### src/cpl_pkg.sv
package cpl_pkg;
    // ---------------------------------------------------------------
    // Timing
    // ---------------------------------------------------------------
    localparam int CLK_PERIOD_NS = 10;
    localparam int PD_TMO_NS = 1000000;
    localparam int PD_TMO_CYC = PD_TMO_NS / CLK_PERIOD_NS;
    localparam int ATTEMPT_NS = 500000;
    localparam int ATTEMPT_CYC = ATTEMPT_NS / CLK_PERIOD_NS;
    localparam int TMR_W = 20;
    localparam logic [2:0] DS_BASE_CNT = 3'h2;

    // ---------------------------------------------------------------
    // Register addresses
    // ---------------------------------------------------------------
    localparam logic [7:0] RA_CTRL = 8'h00;
    localparam logic [7:0] RA_STAT = 8'h01;
    localparam logic [7:0] RA_XCTL = 8'h12;
    localparam logic [7:0] RA_INT = 8'h1A;
    localparam logic [7:0] RA_AUX = 8'h1C;
    localparam logic [7:0] RA_E1_MAN = 8'h53;
    localparam logic [7:0] RA_E1_DSH = 8'h54;
    localparam logic [7:0] RA_E1_PD = 8'h57;
    localparam logic [7:0] RA_E2_EEE = 8'h91;

    // ---------------------------------------------------------------
    // Reset values and write masks
    // ---------------------------------------------------------------
    localparam logic [15:0] RST_CTRL = 16'h1140;
    localparam logic [15:0] RST_ZERO = 16'h0000;
    localparam logic [15:0] MSK_CTRL = 16'h3140;
    localparam logic [15:0] MSK_XCTL = 16'h00B0;
    localparam logic [15:0] MSK_MAN = 16'h000C;
    localparam logic [15:0] MSK_DSH = 16'h001C;
    localparam logic [15:0] MSK_PD = 16'h0400;
    localparam logic [15:0] MSK_EEE = 16'h8020;

    // ---------------------------------------------------------------
    // Field positions
    // ---------------------------------------------------------------
    localparam int B_SPD_MSB = 6;
    localparam int B_SPD_LSB = 13;
    localparam int B_AN_EN = 12;
    localparam int B_DUPLEX = 8;
    localparam int B_LINK = 2;
    localparam int B_NOX_FRC = 7;
    localparam int B_NOX = 5;
    localparam int B_NOPOL = 4;
    localparam int B_X_ST = 13;
    localparam int B_CD_ST = 12;
    localparam int B_POL_ST = 8;
    localparam int B_MAN_X = 2;
    localparam int B_DS_EN = 4;
    localparam int B_DS_CNT = 2;
    localparam int B_DS_ST = 1;
    localparam int B_PD_EN = 10;
    localparam int B_PD_ST = 8;
    localparam int B_PD_INT = 9;
    localparam int B_FRC_GIG = 5;
    localparam int B_TX10E = 15;

    // ---------------------------------------------------------------
    // Encodings and types
    // ---------------------------------------------------------------
    localparam logic [1:0] SPD_10 = 2'h0;
    localparam logic [1:0] SPD_100 = 2'h1;
    localparam logic [1:0] SPD_1000 = 2'h2;
    localparam logic [1:0] PD_SEARCH = 2'h0;
    localparam logic [1:0] PD_FOUND = 2'h1;
    localparam logic [1:0] PD_NONE = 2'h2;

    typedef enum logic [3:0] {
        ST_DETECT = 4'b0001,
        ST_NEG = 4'b0010,
        ST_LINK = 4'b0100,
        ST_FORCE = 4'b1000
    } cpl_state_t;

    typedef struct packed {
        logic [5:0] lp_abil;
        logic lp_master;
        logic nway;
        logic [1:0] pd_speed;
        logic loopback;
        logic link_ok;
        logic [1:0] pair_map;
        logic [3:0] pol_inv;
    } cpl_line_t;
endpackage : cpl_pkg

### src/cpl_line_sync.sv
`timescale 1ns/1ps
module cpl_line_sync import cpl_pkg::*; #(
    parameter int W = 1
) (
    input wire logic core_clk_in, // Core clock
    input wire logic reset_in, // Sync reset, active high
    input wire logic ce_in, // Clock enable
    input wire logic [W-1:0] d_in, // Raw pin levels
    output logic [W-1:0] q_out // Filtered levels
);
    logic [W-1:0] s1_reg;
    logic [W-1:0] s2_reg;
    logic [W-1:0] s3_reg;
    logic [W-1:0] q_reg;
    logic [W-1:0] q_next;

    // Accept a change once stages two and three agree
    genvar i;
    generate
        for (i = 0; i < W; i = i + 1) begin : g_bit
            assign q_next[i] = (s2_reg[i] == s3_reg[i]) ? s3_reg[i]
                                                        : q_reg[i];
        end
    endgenerate

    always_ff @(posedge core_clk_in) begin
        if (reset_in) begin
            s1_reg <= '0;
            s2_reg <= '0;
            s3_reg <= '0;
            q_reg <= '0;
        end else if (ce_in) begin
            s1_reg <= d_in;
            s2_reg <= s1_reg;
            s3_reg <= s2_reg;
            q_reg <= q_next;
        end
    end

    assign q_out = q_reg;
endmodule : cpl_line_sync

### src/cpl_port_ctrl.sv
// The register addresses and strobed register access are this design's own decisions.
`timescale 1ns/1ps
module cpl_port_ctrl import cpl_pkg::*; #(
    parameter int PD_TMO_CYCLES = PD_TMO_CYC,
    parameter int ATTEMPT_CYCLES = ATTEMPT_CYC
) (
    input wire logic core_clk_in, // Core clock
    input wire logic reset_in, // Sync reset, active high
    input wire logic ce_in, // Clock enable
    input wire logic [7:0] addr_in, // Register address
    input wire logic [15:0] wdata_in, // Write data
    input wire logic wr_en_in, // Write strobe
    input wire logic rd_en_in, // Read strobe
    output logic [15:0] rdata_out, // Read data, next cycle
    input wire cpl_line_t line_in, // Line-side pin levels
    input wire logic lpi_req_in, // MAC asks for low-power idle
    output logic [1:0] speed_out, // Operating speed
    output logic duplex_out, // Full duplex
    output logic master_out, // Gigabit master role
    output logic link_up_out, // Link established
    output logic adv_gig_out, // Gigabit advertised
    output logic pd_flp_tx_out, // Detection pulses sent
    output logic pd_irq_out, // Detection flag pending
    output logic mdix_out, // Crossed pair mapping
    output logic cd_swap_out, // C and D pairs swapped
    output logic [3:0] pol_corr_out, // Pair polarity inverts
    output logic lpi_active_out, // Low-power idle active
    output logic tx10e_out, // Reduced amplitude 10 Mb
    output logic gig_test_out // Forced gigabit test mode
);
    localparam logic [TMR_W-1:0] TMO_LAST = TMR_W'(PD_TMO_CYCLES - 1);
    localparam logic [TMR_W-1:0] ATT_LAST = TMR_W'(ATTEMPT_CYCLES - 1);

    // ---------------------------------------------------------------
    // Line input synchroniser
    // ---------------------------------------------------------------
    cpl_line_t ln;
    logic [$bits(cpl_line_t)-1:0] ln_vec;

    cpl_line_sync #(.W($bits(cpl_line_t))) u_sync (
        .core_clk_in(core_clk_in),
        .reset_in(reset_in),
        .ce_in(ce_in),
        .d_in(line_in),
        .q_out(ln_vec)
    );
    assign ln = ln_vec;

    // ---------------------------------------------------------------
    // Registers
    // ---------------------------------------------------------------
    logic [15:0] ctrl_reg, ctrl_next;
    logic [15:0] xctl_reg, xctl_next;
    logic [15:0] man_reg, man_next;
    logic [15:0] dsc_reg, dsc_next;
    logic [15:0] pdc_reg, pdc_next;
    logic [15:0] eee_reg, eee_next;
    logic [15:0] rdata_reg, rdata_next;
    cpl_state_t state_reg, state_next;
    logic [TMR_W-1:0] tmr_reg, tmr_next;
    logic [2:0] fail_reg, fail_next;
    logic ds_reg, ds_next;
    logic det_arm_reg, det_arm_next;
    logic [1:0] pd_st_reg, pd_st_next;
    logic pd_flag_reg, pd_flag_next;
    logic [1:0] spd_reg, spd_next;
    logic dup_reg, dup_next;
    logic ms_reg, ms_next;
    logic link_reg, link_next;
    logic mdix_reg, mdix_next;
    logic cd_reg, cd_next;
    logic [3:0] pol_reg, pol_next;

    logic an_en, pd_en, auto_x, set_ev, int_rd;
    logic [1:0] frc_spd, man_x, res_spd;
    logic res_dup;
    logic [2:0] ds_limit;
    logic [5:0] common;

    assign an_en = ctrl_reg[B_AN_EN];
    assign frc_spd = {ctrl_reg[B_SPD_MSB], ctrl_reg[B_SPD_LSB]};
    assign pd_en = pdc_reg[B_PD_EN];
    assign man_x = man_reg[B_MAN_X +: 2];
    assign ds_limit = DS_BASE_CNT + {1'b0, dsc_reg[B_DS_CNT +: 2]};
    assign int_rd = rd_en_in && (addr_in == RA_INT);
    assign set_ev = ce_in && state_reg == ST_DETECT && an_en
                    && ln.loopback;

    // ---------------------------------------------------------------
    // Register bus
    // ---------------------------------------------------------------
    always_comb begin
        ctrl_next = ctrl_reg;
        xctl_next = xctl_reg;
        man_next = man_reg;
        dsc_next = dsc_reg;
        pdc_next = pdc_reg;
        eee_next = eee_reg;
        rdata_next = 16'h0000;
        if (wr_en_in) begin
            case (addr_in)
                RA_CTRL: ctrl_next = wdata_in & MSK_CTRL;
                RA_XCTL: xctl_next = wdata_in & MSK_XCTL;
                RA_E1_MAN: man_next = wdata_in & MSK_MAN;
                RA_E1_DSH: dsc_next = wdata_in & MSK_DSH;
                RA_E1_PD: pdc_next = wdata_in & MSK_PD;
                RA_E2_EEE: eee_next = wdata_in & MSK_EEE;
                default: ctrl_next = ctrl_reg;
            endcase
        end
        if (rd_en_in) begin
            case (addr_in)
                RA_CTRL: rdata_next = ctrl_reg;
                RA_STAT: rdata_next[B_LINK] = link_reg;
                RA_XCTL: rdata_next = xctl_reg;
                RA_INT: rdata_next[B_PD_INT] = pd_flag_reg;
                RA_AUX: begin
                    rdata_next[B_X_ST] = mdix_reg;
                    rdata_next[B_CD_ST] = cd_reg;
                    rdata_next[B_POL_ST +: 4] = pol_reg;
                end
                RA_E1_MAN: rdata_next = man_reg;
                RA_E1_DSH: begin
                    rdata_next = dsc_reg;
                    rdata_next[B_DS_ST] = ds_reg;
                end
                RA_E1_PD: begin
                    rdata_next = pdc_reg;
                    rdata_next[B_PD_ST +: 2] = pd_st_reg;
                end
                RA_E2_EEE: rdata_next = eee_reg;
                default: rdata_next = 16'h0000;
            endcase
        end
    end

    always_ff @(posedge core_clk_in) begin
        if (reset_in) begin
            ctrl_reg <= RST_CTRL;
            xctl_reg <= RST_ZERO;
            man_reg <= RST_ZERO;
            dsc_reg <= RST_ZERO;
            pdc_reg <= RST_ZERO;
            eee_reg <= RST_ZERO;
            rdata_reg <= RST_ZERO;
        end else if (ce_in) begin
            ctrl_reg <= ctrl_next;
            xctl_reg <= xctl_next;
            man_reg <= man_next;
            dsc_reg <= dsc_next;
            pdc_reg <= pdc_next;
            eee_reg <= eee_next;
            rdata_reg <= rdata_next;
        end
    end

    // ---------------------------------------------------------------
    // Ability resolution
    // ---------------------------------------------------------------
    always_comb begin
        common = ln.lp_abil & {ds_reg ? 2'b00 : 2'b11, 4'hF};
        res_spd = SPD_10;
        res_dup = 1'b0;
        if (!ln.nway) begin
            res_spd = ln.pd_speed;
        end else if (common[5] || common[4]) begin
            res_spd = SPD_1000;
            res_dup = common[5];
        end else if (common[3] || common[2]) begin
            res_spd = SPD_100;
            res_dup = common[3];
        end else begin
            res_dup = common[1];
        end
    end

    // ---------------------------------------------------------------
    // Port state machine
    // ---------------------------------------------------------------
    always_comb begin
        state_next = state_reg;
        tmr_next = tmr_reg;
        fail_next = fail_reg;
        ds_next = ds_reg;
        det_arm_next = det_arm_reg;
        pd_st_next = pd_st_reg;
        pd_flag_next = pd_flag_reg & ~int_rd;
        spd_next = spd_reg;
        dup_next = dup_reg;
        ms_next = ms_reg;
        if (wr_en_in && addr_in == RA_E1_PD && wdata_in[B_PD_EN]) begin
            det_arm_next = 1'b1;
        end
        case (state_reg)
            ST_DETECT: begin
                if (!an_en) begin
                    state_next = ST_FORCE;
                end else if (ln.loopback) begin
                    pd_st_next = PD_FOUND;
                    pd_flag_next = 1'b1;
                    state_next = ST_NEG;
                    tmr_next = '0;
                end else if (tmr_reg == TMO_LAST) begin
                    pd_st_next = PD_NONE;
                    state_next = ST_NEG;
                    tmr_next = '0;
                end else begin
                    tmr_next = tmr_reg + 1'b1;
                end
            end
            ST_NEG: begin
                if (!an_en) begin
                    state_next = ST_FORCE;
                end else if (det_arm_reg && pd_en) begin
                    state_next = ST_DETECT;
                    det_arm_next = 1'b0;
                    pd_st_next = PD_SEARCH;
                    tmr_next = '0;
                end else if (ln.link_ok) begin
                    state_next = ST_LINK;
                    spd_next = res_spd;
                    dup_next = res_dup;
                    ms_next = ~ln.lp_master;
                    fail_next = '0;
                end else if (tmr_reg == ATT_LAST) begin
                    tmr_next = '0;
                    if (ln.nway && res_spd == SPD_1000) begin
                        fail_next = (fail_reg == 3'h7) ? fail_reg
                                                       : fail_reg + 1'b1;
                        if (dsc_reg[B_DS_EN] && fail_next >= ds_limit) begin
                            ds_next = 1'b1;
                            fail_next = '0;
                        end
                    end
                end else begin
                    tmr_next = tmr_reg + 1'b1;
                end
            end
            ST_LINK: begin
                if (!an_en) begin
                    state_next = ST_FORCE;
                end else if (!ln.link_ok) begin
                    state_next = ST_NEG;
                    det_arm_next = 1'b1;
                    ds_next = 1'b0;
                    fail_next = '0;
                    tmr_next = '0;
                end
            end
            ST_FORCE: begin
                spd_next = frc_spd;
                dup_next = ctrl_reg[B_DUPLEX];
                ms_next = ~ln.lp_master;
                if (an_en) begin
                    state_next = ST_NEG;
                    det_arm_next = 1'b1;
                    tmr_next = '0;
                end
            end
            default: state_next = ST_NEG;
        endcase
        if (set_ev) begin
            pd_flag_next = 1'b1;
        end
        link_next = (state_next == ST_LINK)
                    || (state_next == ST_FORCE && ln.link_ok
                        && (frc_spd != SPD_1000 || gig_test_out));
    end

    // ---------------------------------------------------------------
    // Crossover and polarity
    // ---------------------------------------------------------------
    always_comb begin
        auto_x = !xctl_reg[B_NOX] && (an_en || (!xctl_reg[B_NOX_FRC]
                 && frc_spd != SPD_1000));
        mdix_next = 1'b0;
        cd_next = 1'b0;
        if (man_x == 2'b11) begin
            mdix_next = 1'b1;
        end else if (man_x == 2'b00 && auto_x) begin
            mdix_next = ln.pair_map[0];
            cd_next = ln.pair_map[1];
        end
        pol_next = xctl_reg[B_NOPOL] ? 4'h0 : ln.pol_inv;
    end

    always_ff @(posedge core_clk_in) begin
        if (reset_in) begin
            state_reg <= ST_NEG;
            tmr_reg <= '0;
            fail_reg <= '0;
            ds_reg <= 1'b0;
            det_arm_reg <= 1'b1;
            pd_st_reg <= PD_SEARCH;
            pd_flag_reg <= 1'b0;
            spd_reg <= SPD_10;
            dup_reg <= 1'b0;
            ms_reg <= 1'b0;
            link_reg <= 1'b0;
            mdix_reg <= 1'b0;
            cd_reg <= 1'b0;
            pol_reg <= 4'h0;
        end else if (ce_in) begin
            state_reg <= state_next;
            tmr_reg <= tmr_next;
            fail_reg <= fail_next;
            ds_reg <= ds_next;
            det_arm_reg <= det_arm_next;
            pd_st_reg <= pd_st_next;
            pd_flag_reg <= pd_flag_next;
            spd_reg <= spd_next;
            dup_reg <= dup_next;
            ms_reg <= ms_next;
            link_reg <= link_next;
            mdix_reg <= mdix_next;
            cd_reg <= cd_next;
            pol_reg <= pol_next;
        end
    end

    // ---------------------------------------------------------------
    // Outputs
    // ---------------------------------------------------------------
    assign rdata_out = rdata_reg;
    assign speed_out = spd_reg;
    assign duplex_out = dup_reg;
    assign master_out = ms_reg;
    assign link_up_out = link_reg;
    assign adv_gig_out = ~ds_reg;
    assign pd_flp_tx_out = (state_reg == ST_DETECT);
    assign pd_irq_out = pd_flag_reg;
    assign mdix_out = mdix_reg;
    assign cd_swap_out = cd_reg;
    assign pol_corr_out = pol_reg;
    assign lpi_active_out = link_reg && lpi_req_in
                            && spd_reg != SPD_10;
    assign tx10e_out = eee_reg[B_TX10E];
    assign gig_test_out = eee_reg[B_FRC_GIG] && !an_en
                          && frc_spd == SPD_1000;
endmodule : cpl_port_ctrl

### config.mk
export PLATFORM = sky130hd
export DESIGN_NAME = cpl_port_ctrl
export DESIGN_NICKNAME = d
export VERILOG_FILES = /design/src/cpl_pkg.sv /design/src/cpl_line_sync.sv /design/src/cpl_port_ctrl.sv
export SDC_FILE = /design/constraint.sdc
export NUM_CORES = 1
export LEC_CHECK = 0
export ABC_AREA = 1
export BUFFER_PORTS_ARGS = -buffer_cell sky130_fd_sc_hd__buf_4
export CAP_MARGIN = 20
export CORE_ASPECT_RATIO = 0.9
export CORE_MARGIN = 4
export CORE_UTILIZATION = 54
export CTS_CLUSTER_SIZE = 12
export DETAILED_ROUTE_END_ITERATION = 16
export GPL_ROUTABILITY_DRIVEN = 1
export GPL_TIMING_DRIVEN = 1
export PLACE_DENSITY = 0.78
export SYNTH_ARGS = -nofsm -noshare
export SYNTH_HDL_FRONTEND = slang
export SYNTH_HIERARCHICAL = 1
export SYNTH_SLANG_ARGS = --single-unit
### constraint.sdc
create_clock -name core_clk_in -period 2.2 [get_ports core_clk_in]
set_input_delay 0 -clock core_clk_in [delete_from_list [all_inputs] [get_ports core_clk_in]]
set_output_delay 0 -clock core_clk_in [all_outputs]
set_load 0.02 [all_outputs]
### Yosys cells after proc, flatten, opt, wreduce, memory -nomap -nowiden

Cells that the tools add are included.

* register bits: 146
* latch bits: 0
* memory bits (writable): 0
* bits in read-only memories: 0
* input bits: 48
* output and inout port bits: 33
* logic and storage cells: 257
* memories: 0

* add/subtract/negate cells: 3
* $mul: 0
* div/mod/pow operators: 0
* $lt $le $gt $ge: 1
* equal/unequal tests: 55
* shift-type cells: 0
* multiplexer cells: 89
* bitwise logic cells: 5
* reductions and logical operators: 62

Operator list (number)
* 2-to-1 mux 20 bit: 10
* case mux 20 bit (4 select lines): 1
* 2-to-1 mux 4 bit: 10
* AND reduction 2 bit: 18
* 2-to-1 mux 1 bit: 32
* 2-to-1 mux 3 bit: 9
* 2-to-1 mux 2 bit: 13
* case mux 5 bit (5 select lines): 1
* equality test 8 x 5 -> 1 bit, second input constant: 3
* equality test 8 x 7 -> 1 bit, second input constant: 3
* != test 2 bit, second input constant: 11
* adder 20 x 1 -> 20 bit, second input constant: 1
* equality test 20 x 16 -> 1 bit, second input constant: 1
* equality test 20 x 17 -> 1 bit, second input constant: 1
* equality test 1 bit: 18
* logical AND 1 bit: 18
* AND reduction 3 bit: 6
* 2-to-1 mux 16 bit: 1
* case mux 4 bit (4 select lines): 1
* AND reduction 8 bit: 2
* case mux 1 bit (3 select lines): 4
* case mux 4 bit (3 select lines): 1
* AND reduction 10 bit: 1
* equality test 4 x 3 -> 1 bit, second input constant: 2
* other kinds (28): 47

### Logic depth before layout (Yosys ltp)

Gate-level depths: netlist of run 1.

* depth in word-level cells: 14
* gate-level depth with buffers: 14
* mapped depth without buffers: 14

### Hierarchy

The synthesis of run 1 kept the hierarchy.

Modules (own cells, without submodules)
* cpl_port_ctrl: instances 1, cells an instance 667, area an instance 4316.6 µm², seq. area each 1441.4 µm²
* cpl_line_sync: instances 1, cells an instance 393, area an instance 2788.9 µm², seq. area each 1441.4 µm²

### Worst setup path after synthesis of run 1

No wires, ideal clock.

* path type: flip-flop to flip-flop
* start point: register fail_reg[0]
* end point: register ds_reg
* setup time: 113 ps
* arrival time: 1749 ps
* data required time: 2087 ps
* slack: 338 ps
* cell stages (with the launch flop): 11
* buffers on the path: 0
* clock period less this slack: 1862 ps
* path through: dfxtp_1 -> ha_1 -> or2_2 -> ha_1 -> nand2_1 -> o211ai_1 -> nand2_1 -> o21ai_0 -> nand3_1 -> nor2_1 -> nor2_1

* word-level cells in the longest chain between the ends: 6
* elaborated cells on any way between the ends: 7
* classes of those cells: add/sub (1); order compare (1); eq/ne (2); mux (1); reduce/logical (2)

RTL lines
* from (decl): line cpl_port_ctrl.sv:61 `logic [2:0] fail_reg, fail_next;`
* from (signal assigned): line cpl_port_ctrl.sv:306 `fail_reg <= fail_next;`
* adder 3 x 1 -> 3 bit or equality test 3 bit (tied branches): line cpl_port_ctrl.sv:229, cpl_port_ctrl.sv:228
* 2-to-1 mux 3 bit *: line cpl_port_ctrl.sv:228 `fail_next = (fail_reg == 3'h7) ? fail_reg`
* greater-or-equal comparator 3 bit *: line cpl_port_ctrl.sv:230 `if (dsc_reg[B_DS_EN] && fail_next >= ds_limit) begin`
* logical AND 1 bit *: line cpl_port_ctrl.sv:230
* != test 2 bit (no source line) *
* AND reduction 10 bit (no source line) *
* to (signal assigned): line cpl_port_ctrl.sv:307 `ds_reg <= ds_next;`
* to (decl): line cpl_port_ctrl.sv:62 `logic ds_reg, ds_next;`

Every way passes the cells marked *; elsewhere a longest branch is shown, timed or not.
A chain may end at the register's enable or synchronous reset.

### Worst setup path after layout of run 1

Ends and elaborated chain as after synthesis.

==> impl.org, run 1 <==
** STA
- Total setup violations reported at the end of the flow :: 0
- The final hold violation count is 0.
- The clock arrives with 0.00640 ns of skew.
- Maximum frequency from static timing analysis :: 485 MHz
- The smallest clock period supported by the final layout is computed as around 2.1 ns.
- Fraction of the cycle the final worst path needs :: a little over nine tenths
- Setup repair after global routing missed its margin :: no
- Adding up every negative setup slack in the final design gives 0 ns.
- Final max-slew violation count :: 0

** Clocking
- After clock tree synthesis, the clock-pin slew on the worst setup and hold paths is 0.06 ns.
- TritonCTS built the clock tree.
- TritonCTS created 17 clock buffers.
- TritonCTS sink count :: 140
- Root Buffer :: clkbuf_16
- Number of buffers on the longest clock path :: 2
- The H-tree was split into 4 levels.
- Clock latency on the worst-skew pair, taken at its later pin, is 0.43 ns.

** Drt
- Detailed-routing iteration count for the pre-antenna-repair pass :: 5
- The detail route stage leaves a number of antenna-violating nets equal to 0.
- After detailed routing, the number of remaining DRC violations is 0.
- Total via count after detailed routing :: 6,967
- Average routed wire per standard cell :: 13.8 µm
- The first routing iteration left ~660 violations.
- After detailed routing, the number of vias per cell comes to 5.31.
- Total detailed-routing wirelength :: about 18,000 µm

** Final layout
- ANT cells :: 0
- The finished layout holds 1,313 standard cells, fillers aside.
- Post-synthesis to final-layout area growth :: 22.7%
- Number of flip-flops under the largest register name :: 20
- In the final design database the tool counted between 1k and 1.5k nets.
- Ratio of cells with drive above 1 in the final layout :: between 10% and 20%

** Worst setup path
- Arrival time of data at the critical path endpoint :: 2.42 ns
- Crit path buf inv count :: 0
- Worst-case register-to-register setup slack :: between 0.1 and 0.15 ns
- The worst register-to-register path ends at ds_reg$_SDFFE_PP0P_.
- STA classifies the critical path startpoint as a register.
- Cell with the largest stage delay on the worst path :: dfxtp_2
- Cells traversed along the worst timing path :: ha_1 > or2_2 > ha_1 > nand2_1 > o211ai_1 > nand2_1 > o21ai_0 > nand3_1 > nand2_1 > nand2_1 > nor2_1
- The worst register-to-register path has a depth of 11.
- The critical path runs through a total of 11 cells.
- Type of element capturing the critical path :: register
- Maximum fanout count along the critical path :: 4
- Critical Path Most Common Cell :: nand2_1
- Beginning of the worst register-to-register path :: fail_reg[0]$_SDFFE_PP0P_
- The critical path in this run is classified as register to register.
- Grouping stages by cell kind, the critical path spends the most delay in simple AND/OR/NAND/NOR gates.
- On the worst path, the slowest cell contributes a delay of between 0.3 and 0.4 ns.
- Start point of the critical path :: fail_reg[0]$_SDFFE_PP0P_
- Worst endpoint required time :: 2.56 ns
- Endpoint of the most critical setup path :: ds_reg$_SDFFE_PP0P_

** Yosys
- In this run the cell area of the synthesized design comes to about 7000 µm².
- Cell count after synthesis :: between 1k and 1.5k
- The Yosys step of the flow raised 6 warnings.
- Post-Syn Area per Cell :: approximately 6.7 µm²

** Floorplan
- Placeable Area :: 12,600 µm²
- Once the floorplan was initialized, standard cells occupied around 55% of the core.
- Number of standard-cell rows in the floorplan :: 39
- I/O Pins :: 81
- Die width :: ~130 µm
- Die area :: between 10,000 and 15,000 µm²
- Die extent in y :: roughly 120 µm

** Status
- Status :: completed

** Power
- VDD IR max :: 0.685 mV
- Total power draw :: just over 6000 µW
- For this design the static power due to leakage is between 0.003 and 0.004 µW.
- Power spread over the standard cell area amounts to 729 nW/µm².

** Run
- Count of maximum capacitance violations :: 0

** Placed design
- The congestion estimate from routability-driven global placement came to 0.931.
- The wire-length estimate of the detail-placed layout is between 10,000 and 15,000 µm.
- The count of buffers added on input and output ports is 72.
- Post-placement cell count :: about 1.2k

** Global route
- First-pass GRT wire length :: around 30,000 µm
- In the global route stage, met3 resource usage came out at 7.00%.
- The number of global-route vias before repair is about 6.3k.
- The initial antenna violation count is 0.
- Total gr overflow :: 0
- Global-route track usage on met2 :: ~39%
- Met1 track utilization from global routing :: 33.4%
- met2 is the most crowded layer.
- Total global routing track utilization :: about a quarter
- Entering global routing, the biggest net connects 86 pins.

** Min path
- The min-delay analysis places its worst path in the category input pin to register.
final cells by class:
type / count / area [µm²]
flip-flops and latches: 140 / 2800
well taps: 164 / 205
clock inverters: 13 / 164
clock buffers: 19 / 443
repair buffers: 117 / 973
fillers: 1027 / 4110
inverters: 129 / 488
multi-input cells: 731 / 3460
routing by layer:
| layer | up-vias | wire (µm) |
|---|---|---|
| li1 | 3543 | - |
| met5 | - | 0 |
| met4 | 0 | 328 |
| met3 | 36 | 1450 |
| met2 | 281 | 8140 |
| met1 | 3107 | 8240 |
placed cells by master (no fill, tap or decap), types with 9 or more instances in the layout:
cell / n
nor2_2: 9
inv_1: 116
nand3_1: 61
nand4_1: 25
clkbuf_16: 17
o21ai_0: 74
dlygate4sd3_1: 33
nor3_1: 9
a21oi_1: 95
nor2_1: 133
dfxtp_1: 139
nand2_1: 264
buf_4: 83
how the worst min path moves through the flow:
stage | start | endpoint | slack (ns) | cells after the start
6_report | addr_in[2] | rdata_out[9]$_SDFFE_PP0P_ | 0.02 | 6
5_1_grt | addr_in[2] | pd_irq_out$_SDFFE_PP0P_ | 0.03 | 5
4_1_cts | addr_in[2] | rdata_out[9]$_SDFFE_PP0P_ | 0.002 | 6
3_5_place_dp | wdata_in[8] | ctrl_reg[8]$_SDFFE_PP1P_ | 0.22 | 3
3_3_place_gp | wdata_in[8] | ctrl_reg[8]$_SDFFE_PP1P_ | 0.21 | 3
2_1_floorplan | wdata_in[8] | ctrl_reg[8]$_SDFFE_PP1P_ | 0.11 | 2
per-stage QoR:
step                instance area, µm²  hold WS, ns  util, %  setup slack, ns
floorplan                         6960        0.113        -            0.338
global placement                  7590        0.206     60.0            0.226
detailed placement                7590        0.217     60.0            0.180
CTS                               8520      0.00231     67.4            0.138
global route                      8530       0.0252     67.5           0.0160
finish                            8530       0.0214     67.5            0.139
worst register-to-register path, stage by stage (launching register included):
cell and delay [ns]:
dfxtp_2 0.34, ha_1 0.21, or2_2 0.30, ha_1 0.33
nand2_1 0.07, o211ai_1 0.15, nand2_1 0.13, o21ai_0 0.16
nand3_1 0.11, nand2_1 0.07, nand2_1 0.04, nor2_1 0.10
power breakdown:
part | total, µW | leakage (µW) | switching, µW | internal [µW]
Combinational | 620 | 0.00227 | 382 | 238
Clock | 2940 | 0.000294 | 1120 | 1820
Sequential | 2660 | 0.00114 | 48.7 | 2610
Total | 6220 | 0.00371 | 1550 | 4670
what timing repair did:
| item | 4_1_cts | 5_1_grt |
|---|---|---|
| endpoints found under the hold margin | 57 | 0 |
| hold buffers | 33 | 0 |
| setup endpoints to repair | 0 | 1 |
| gates resized for setup | 0 | 2 |
| buffers inserted | 0 | 0 |
Note: power is estimated with default switching activity, not from simulation.
==> inputs of run 2 (changes only) <==
--- a/config.mk
+++ b/config.mk
@@ -9,13 +9,14 @@
 export BUFFER_PORTS_ARGS = -buffer_cell sky130_fd_sc_hd__buf_4
 export CAP_MARGIN = 20
 export CORE_ASPECT_RATIO = 0.9
-export CORE_MARGIN = 4
+export CORE_MARGIN = 5
 export CORE_UTILIZATION = 54
 export CTS_CLUSTER_SIZE = 12
 export DETAILED_ROUTE_END_ITERATION = 16
 export GPL_ROUTABILITY_DRIVEN = 1
 export GPL_TIMING_DRIVEN = 1
 export PLACE_DENSITY = 0.78
+export SETUP_SLACK_MARGIN = 0.3
 export SYNTH_ARGS = -nofsm -noshare
 export SYNTH_HDL_FRONTEND = slang
 export SYNTH_HIERARCHICAL = 1
==> run 2 against run 1 <==
  * Maximum frequency grew 8.2%
  * Via count grew 0.20%
  * Utilization grew 0.66 points
  * Critical path depth grew 2
  * Setup slack gained 0.16 ns
  * Count of clock-buffer cells in the layout grew 1
  * Non-clock buffer count grew 6
  * Hold slack gained 0.026 ns
  * Final cell count grew 0.30%
  * Largest power group is now sequential cells
==> impl.org, run 2 (same netlist as run 1, synthesis figures left out) <==
** Status
- The flow ran to the end, and the final reports show no timing, DRC or antenna violations.

** Worst setup path
- The startpoint identified for the worst register-to-register timing path is fail_reg[1]$_SDFFE_PP0P_.
- STA classifies the critical path startpoint as a register.
- Worst setup path category :: register to register
- Maximum fanout count along the critical path :: 3
- For the worst setup path, the data arrival time is 2.20 ns.
- Type of element capturing the critical path :: register
- Tracing the worst setup path back leads to its startpoint at fail_reg[1]$_SDFFE_PP0P_.
- Data on the critical path is required at its endpoint by 2.49 ns.

** STA
- Clk_skew :: 0.00625 ns
- In the post-route analysis, the smallest setup slack over all paths is just under 0.3 ns.
- Setup violations remaining at the end of the flow were counted as 0.
- Sum of negative setup slack :: 0 ns
- Fraction of the cycle the final worst path needs :: 86.6%
- Max-slew headroom at the worst pin :: roughly three fifths
- At the pin with the least slew margin, the transition time is 0.595 ns.
- Post-route minimum period :: between 1.5 and 2 ns
- Setup repair after global routing missed its margin :: yes
- Timing would allow up to 525 MHz.
- The final hold violation count was 0.
- The number of pins exceeding their max-slew limit in the final report came to 0.

** Global route
- Entering global routing, the biggest net connects 52 pins.
- Antenna violations before repair :: 0
- Via count of the first global-routing pass :: about 6.3k
- The first global-routing pass estimated approximately 31,000 µm of wire.
- Global routing finished with a remaining overflow of 0.
- Global routing used 24.5% of the available tracks.

** Power
- Psw :: 1530 µW
- The share of total power dissipated in sequential elements is a little under half.
- The worst-case IR drop observed on VDD is between 0.5 and 0.6 mV.
- In this run the power density over the cells is 684 nW/µm².
- Switching power share of the total :: between 20% and 30%
- Static power due to leakage :: between 0.003 and 0.004 µW
- The share of total power dissipated in the clock network is a little over two fifths.
- Internal power comes to between 4000 and 5000 µW.
- Relative contribution of combinational cells to total power :: roughly 11%

** Clocking
- TritonCTS built the clock tree.
- TritonCTS sink count :: 140
- The tree is rooted in a clkbuf_16.
- Counting along the longest clock path gives a buffer depth of 2.
- The H-tree generated during clock tree synthesis spans 4 levels.
- Clock edge transition at the registers on the reported setup and hold paths :: around 0.06 ns
- TritonCTS created 17 clock buffers.
- For the worst-skew pair, the clock arrives at the later sink with an insertion delay of 0.42 ns.

** Final layout
- Reg area :: ~2800 µm²
- Leaving out fill and tap cells, the most frequent cells in the layout are 263 x nand2_1, 130 x dfxtp_1, 128 x nor2_1, 116 x inv_1, 95 x a21oi_1.
- The register with the most flip-flops in the layout has 20 of them.
- Multi-input gate area :: 3560 µm²
- Post-synthesis to final-layout area growth :: 23.9%
- The library cell used most frequently in the layout, excluding fill and tap cells, is nand2_1.
- The repair_antennas step left the layout with diodes totalling 0.
- Number of filler cells placed in the layout :: 1,088
- The post-route netlist has around 16% of its cells at a drive strength greater than 1.
- # nets final :: about 1.2k

** Floorplan
- Placeable Area :: between 10,000 and 15,000 µm²
- Die area :: roughly 15,000 µm²
- Die width :: roughly 130 µm
- For this configuration, the core starts out at a cell density of between 50% and 60%.
- Die extent in y :: 118 µm
- I/O Pins :: roughly 80
- In this run the core area contains 39 standard-cell rows.

** Placed design
- After legalization and detailed placement, the total HPWL measured 12,800 µm.
- Gpl congestion :: 0.934
- Timing analysis after detailed placement gives a worst setup slack of between 0.15 and 0.2 ns.
- Count of buffers inserted at the top-level ports :: roughly 70

** Drt
- The routed layout has about 7.0k vias.
- For this block, the initial DRC count from the detailed router was 681.
- In this run the remaining antenna-violating nets after routing total 0.
- In the final routed layout, each cell accounts on average for ~14 µm.
- Using the TritonRoute via totals, the vias-per-cell ratio works out to 5.30.
- In the routed design, unresolved DRC markers number 0.
- Before antenna repair, the detailed router went through 5 iterations.
- The routed design has between 15,000 and 20,000 µm of wire.

** Min path
- In this run the worst hold path is classified as input pin to register.
- In this run the most critical hold path is launched from addr_in[3].

** Run
- The tool flagged a number of max-cap violations equal to 0.
[run 2: cell count changes in the layout (fill, tap and decap cells not counted), sizes merged]
| cell | delta |
|---|---|
| clkbuf | +1 |
| buf | +6 |
| inv | -1 |
| clkinv | -1 |
| bufinv | -3 |
| clkinvlp | +1 |
| nor2 | +1 |
[run 2: power groups by stage]
stage | logic (µW) | registers (µW) | clock network [µW]
3_3_place_gp | 554 | 2710 | 0
2_1_floorplan | 399 | 2710 | 0
3_5_place_dp | 562 | 2710 | 0
5_1_grt | 735 | 2680 | 2700
6_report | 662 | 2670 | 2570
4_1_cts | 624 | 2660 | 2600
[run 2: final timing paths]
kind / cells past startpoint / to / slack [ns]
worst max-delay path: 13 / fail_reg[1]$_SDFFE_PP0P_ / 0.30
worst max register to register: 13 / fail_reg[1]$_SDFFE_PP0P_ / 0.30
worst min register to register: 2 / u_sync/s3_reg[4]$_SDFFE_PP0P_ / 0.46
worst min-delay path: 4 / man_reg[3]$_SDFFE_PP0P_ / 0.05
[run 2: critical path, stage by stage (launching register included)]
cell and delay, ns:
dfxtp_2 0.34, ha_4 0.17, nand2_4 0.08, xor2_2 0.18
inv_1 0.07, ha_1 0.28, nand3_1 0.07, o211ai_1 0.09
nand2_1 0.13, buf_6 0.14, nand4_1 0.06, nand3_1 0.08
nand2_1 0.08, nor2_1 0.04
[run 2: through the flow]
step | hold slack, ns | area (µm²) | power, µW | instances | util, %
final | 0.0474 | 8620 | 5900 | 1317 | 68.2
after global routing | 0.0810 | 8620 | 6120 | 1317 | 68.2
after CTS | 0.0281 | 8500 | 5890 | 1312 | 67.2
after detailed placement | 0.216 | 7590 | 3280 | 1249 | 60.1
after global placement | 0.212 | 7590 | 3270 | 1249 | 60.1
after floorplan | 0.113 | 6960 | 3110 | 1040 | -
[run 2: layer usage]
layer	GRT usage, %	routed length (µm)	vias up	share of wire, %
met4	6.88	321	0	1.7
li1	-	-	3556	-
met5	0	0	-	0
met2	37.6	8430	232	45
met1	34.7	8560	3163	46
met3	5.26	1270	30	6.8
[run 2: what timing repair did]
item | 4_1_cts | 5_1_grt
buffers inserted | 1 | 4
gates resized for setup | 9 | 24
hold endpoints to repair | 62 | 0
pin swaps | 3 | 10
gates cloned | 0 | 1
hold buffers | 33 | 0
setup endpoints to repair | 4 | 30
[run 2: final cells by class]
type,instances,area share (%)
clock buffers,20,5.30
clock inverters,9,0.784
inverters,129,5.66
multi-input cells,732,41.3
flip-flops and latches,140,32.7
well taps,164,2.38
repair buffers,123,11.9
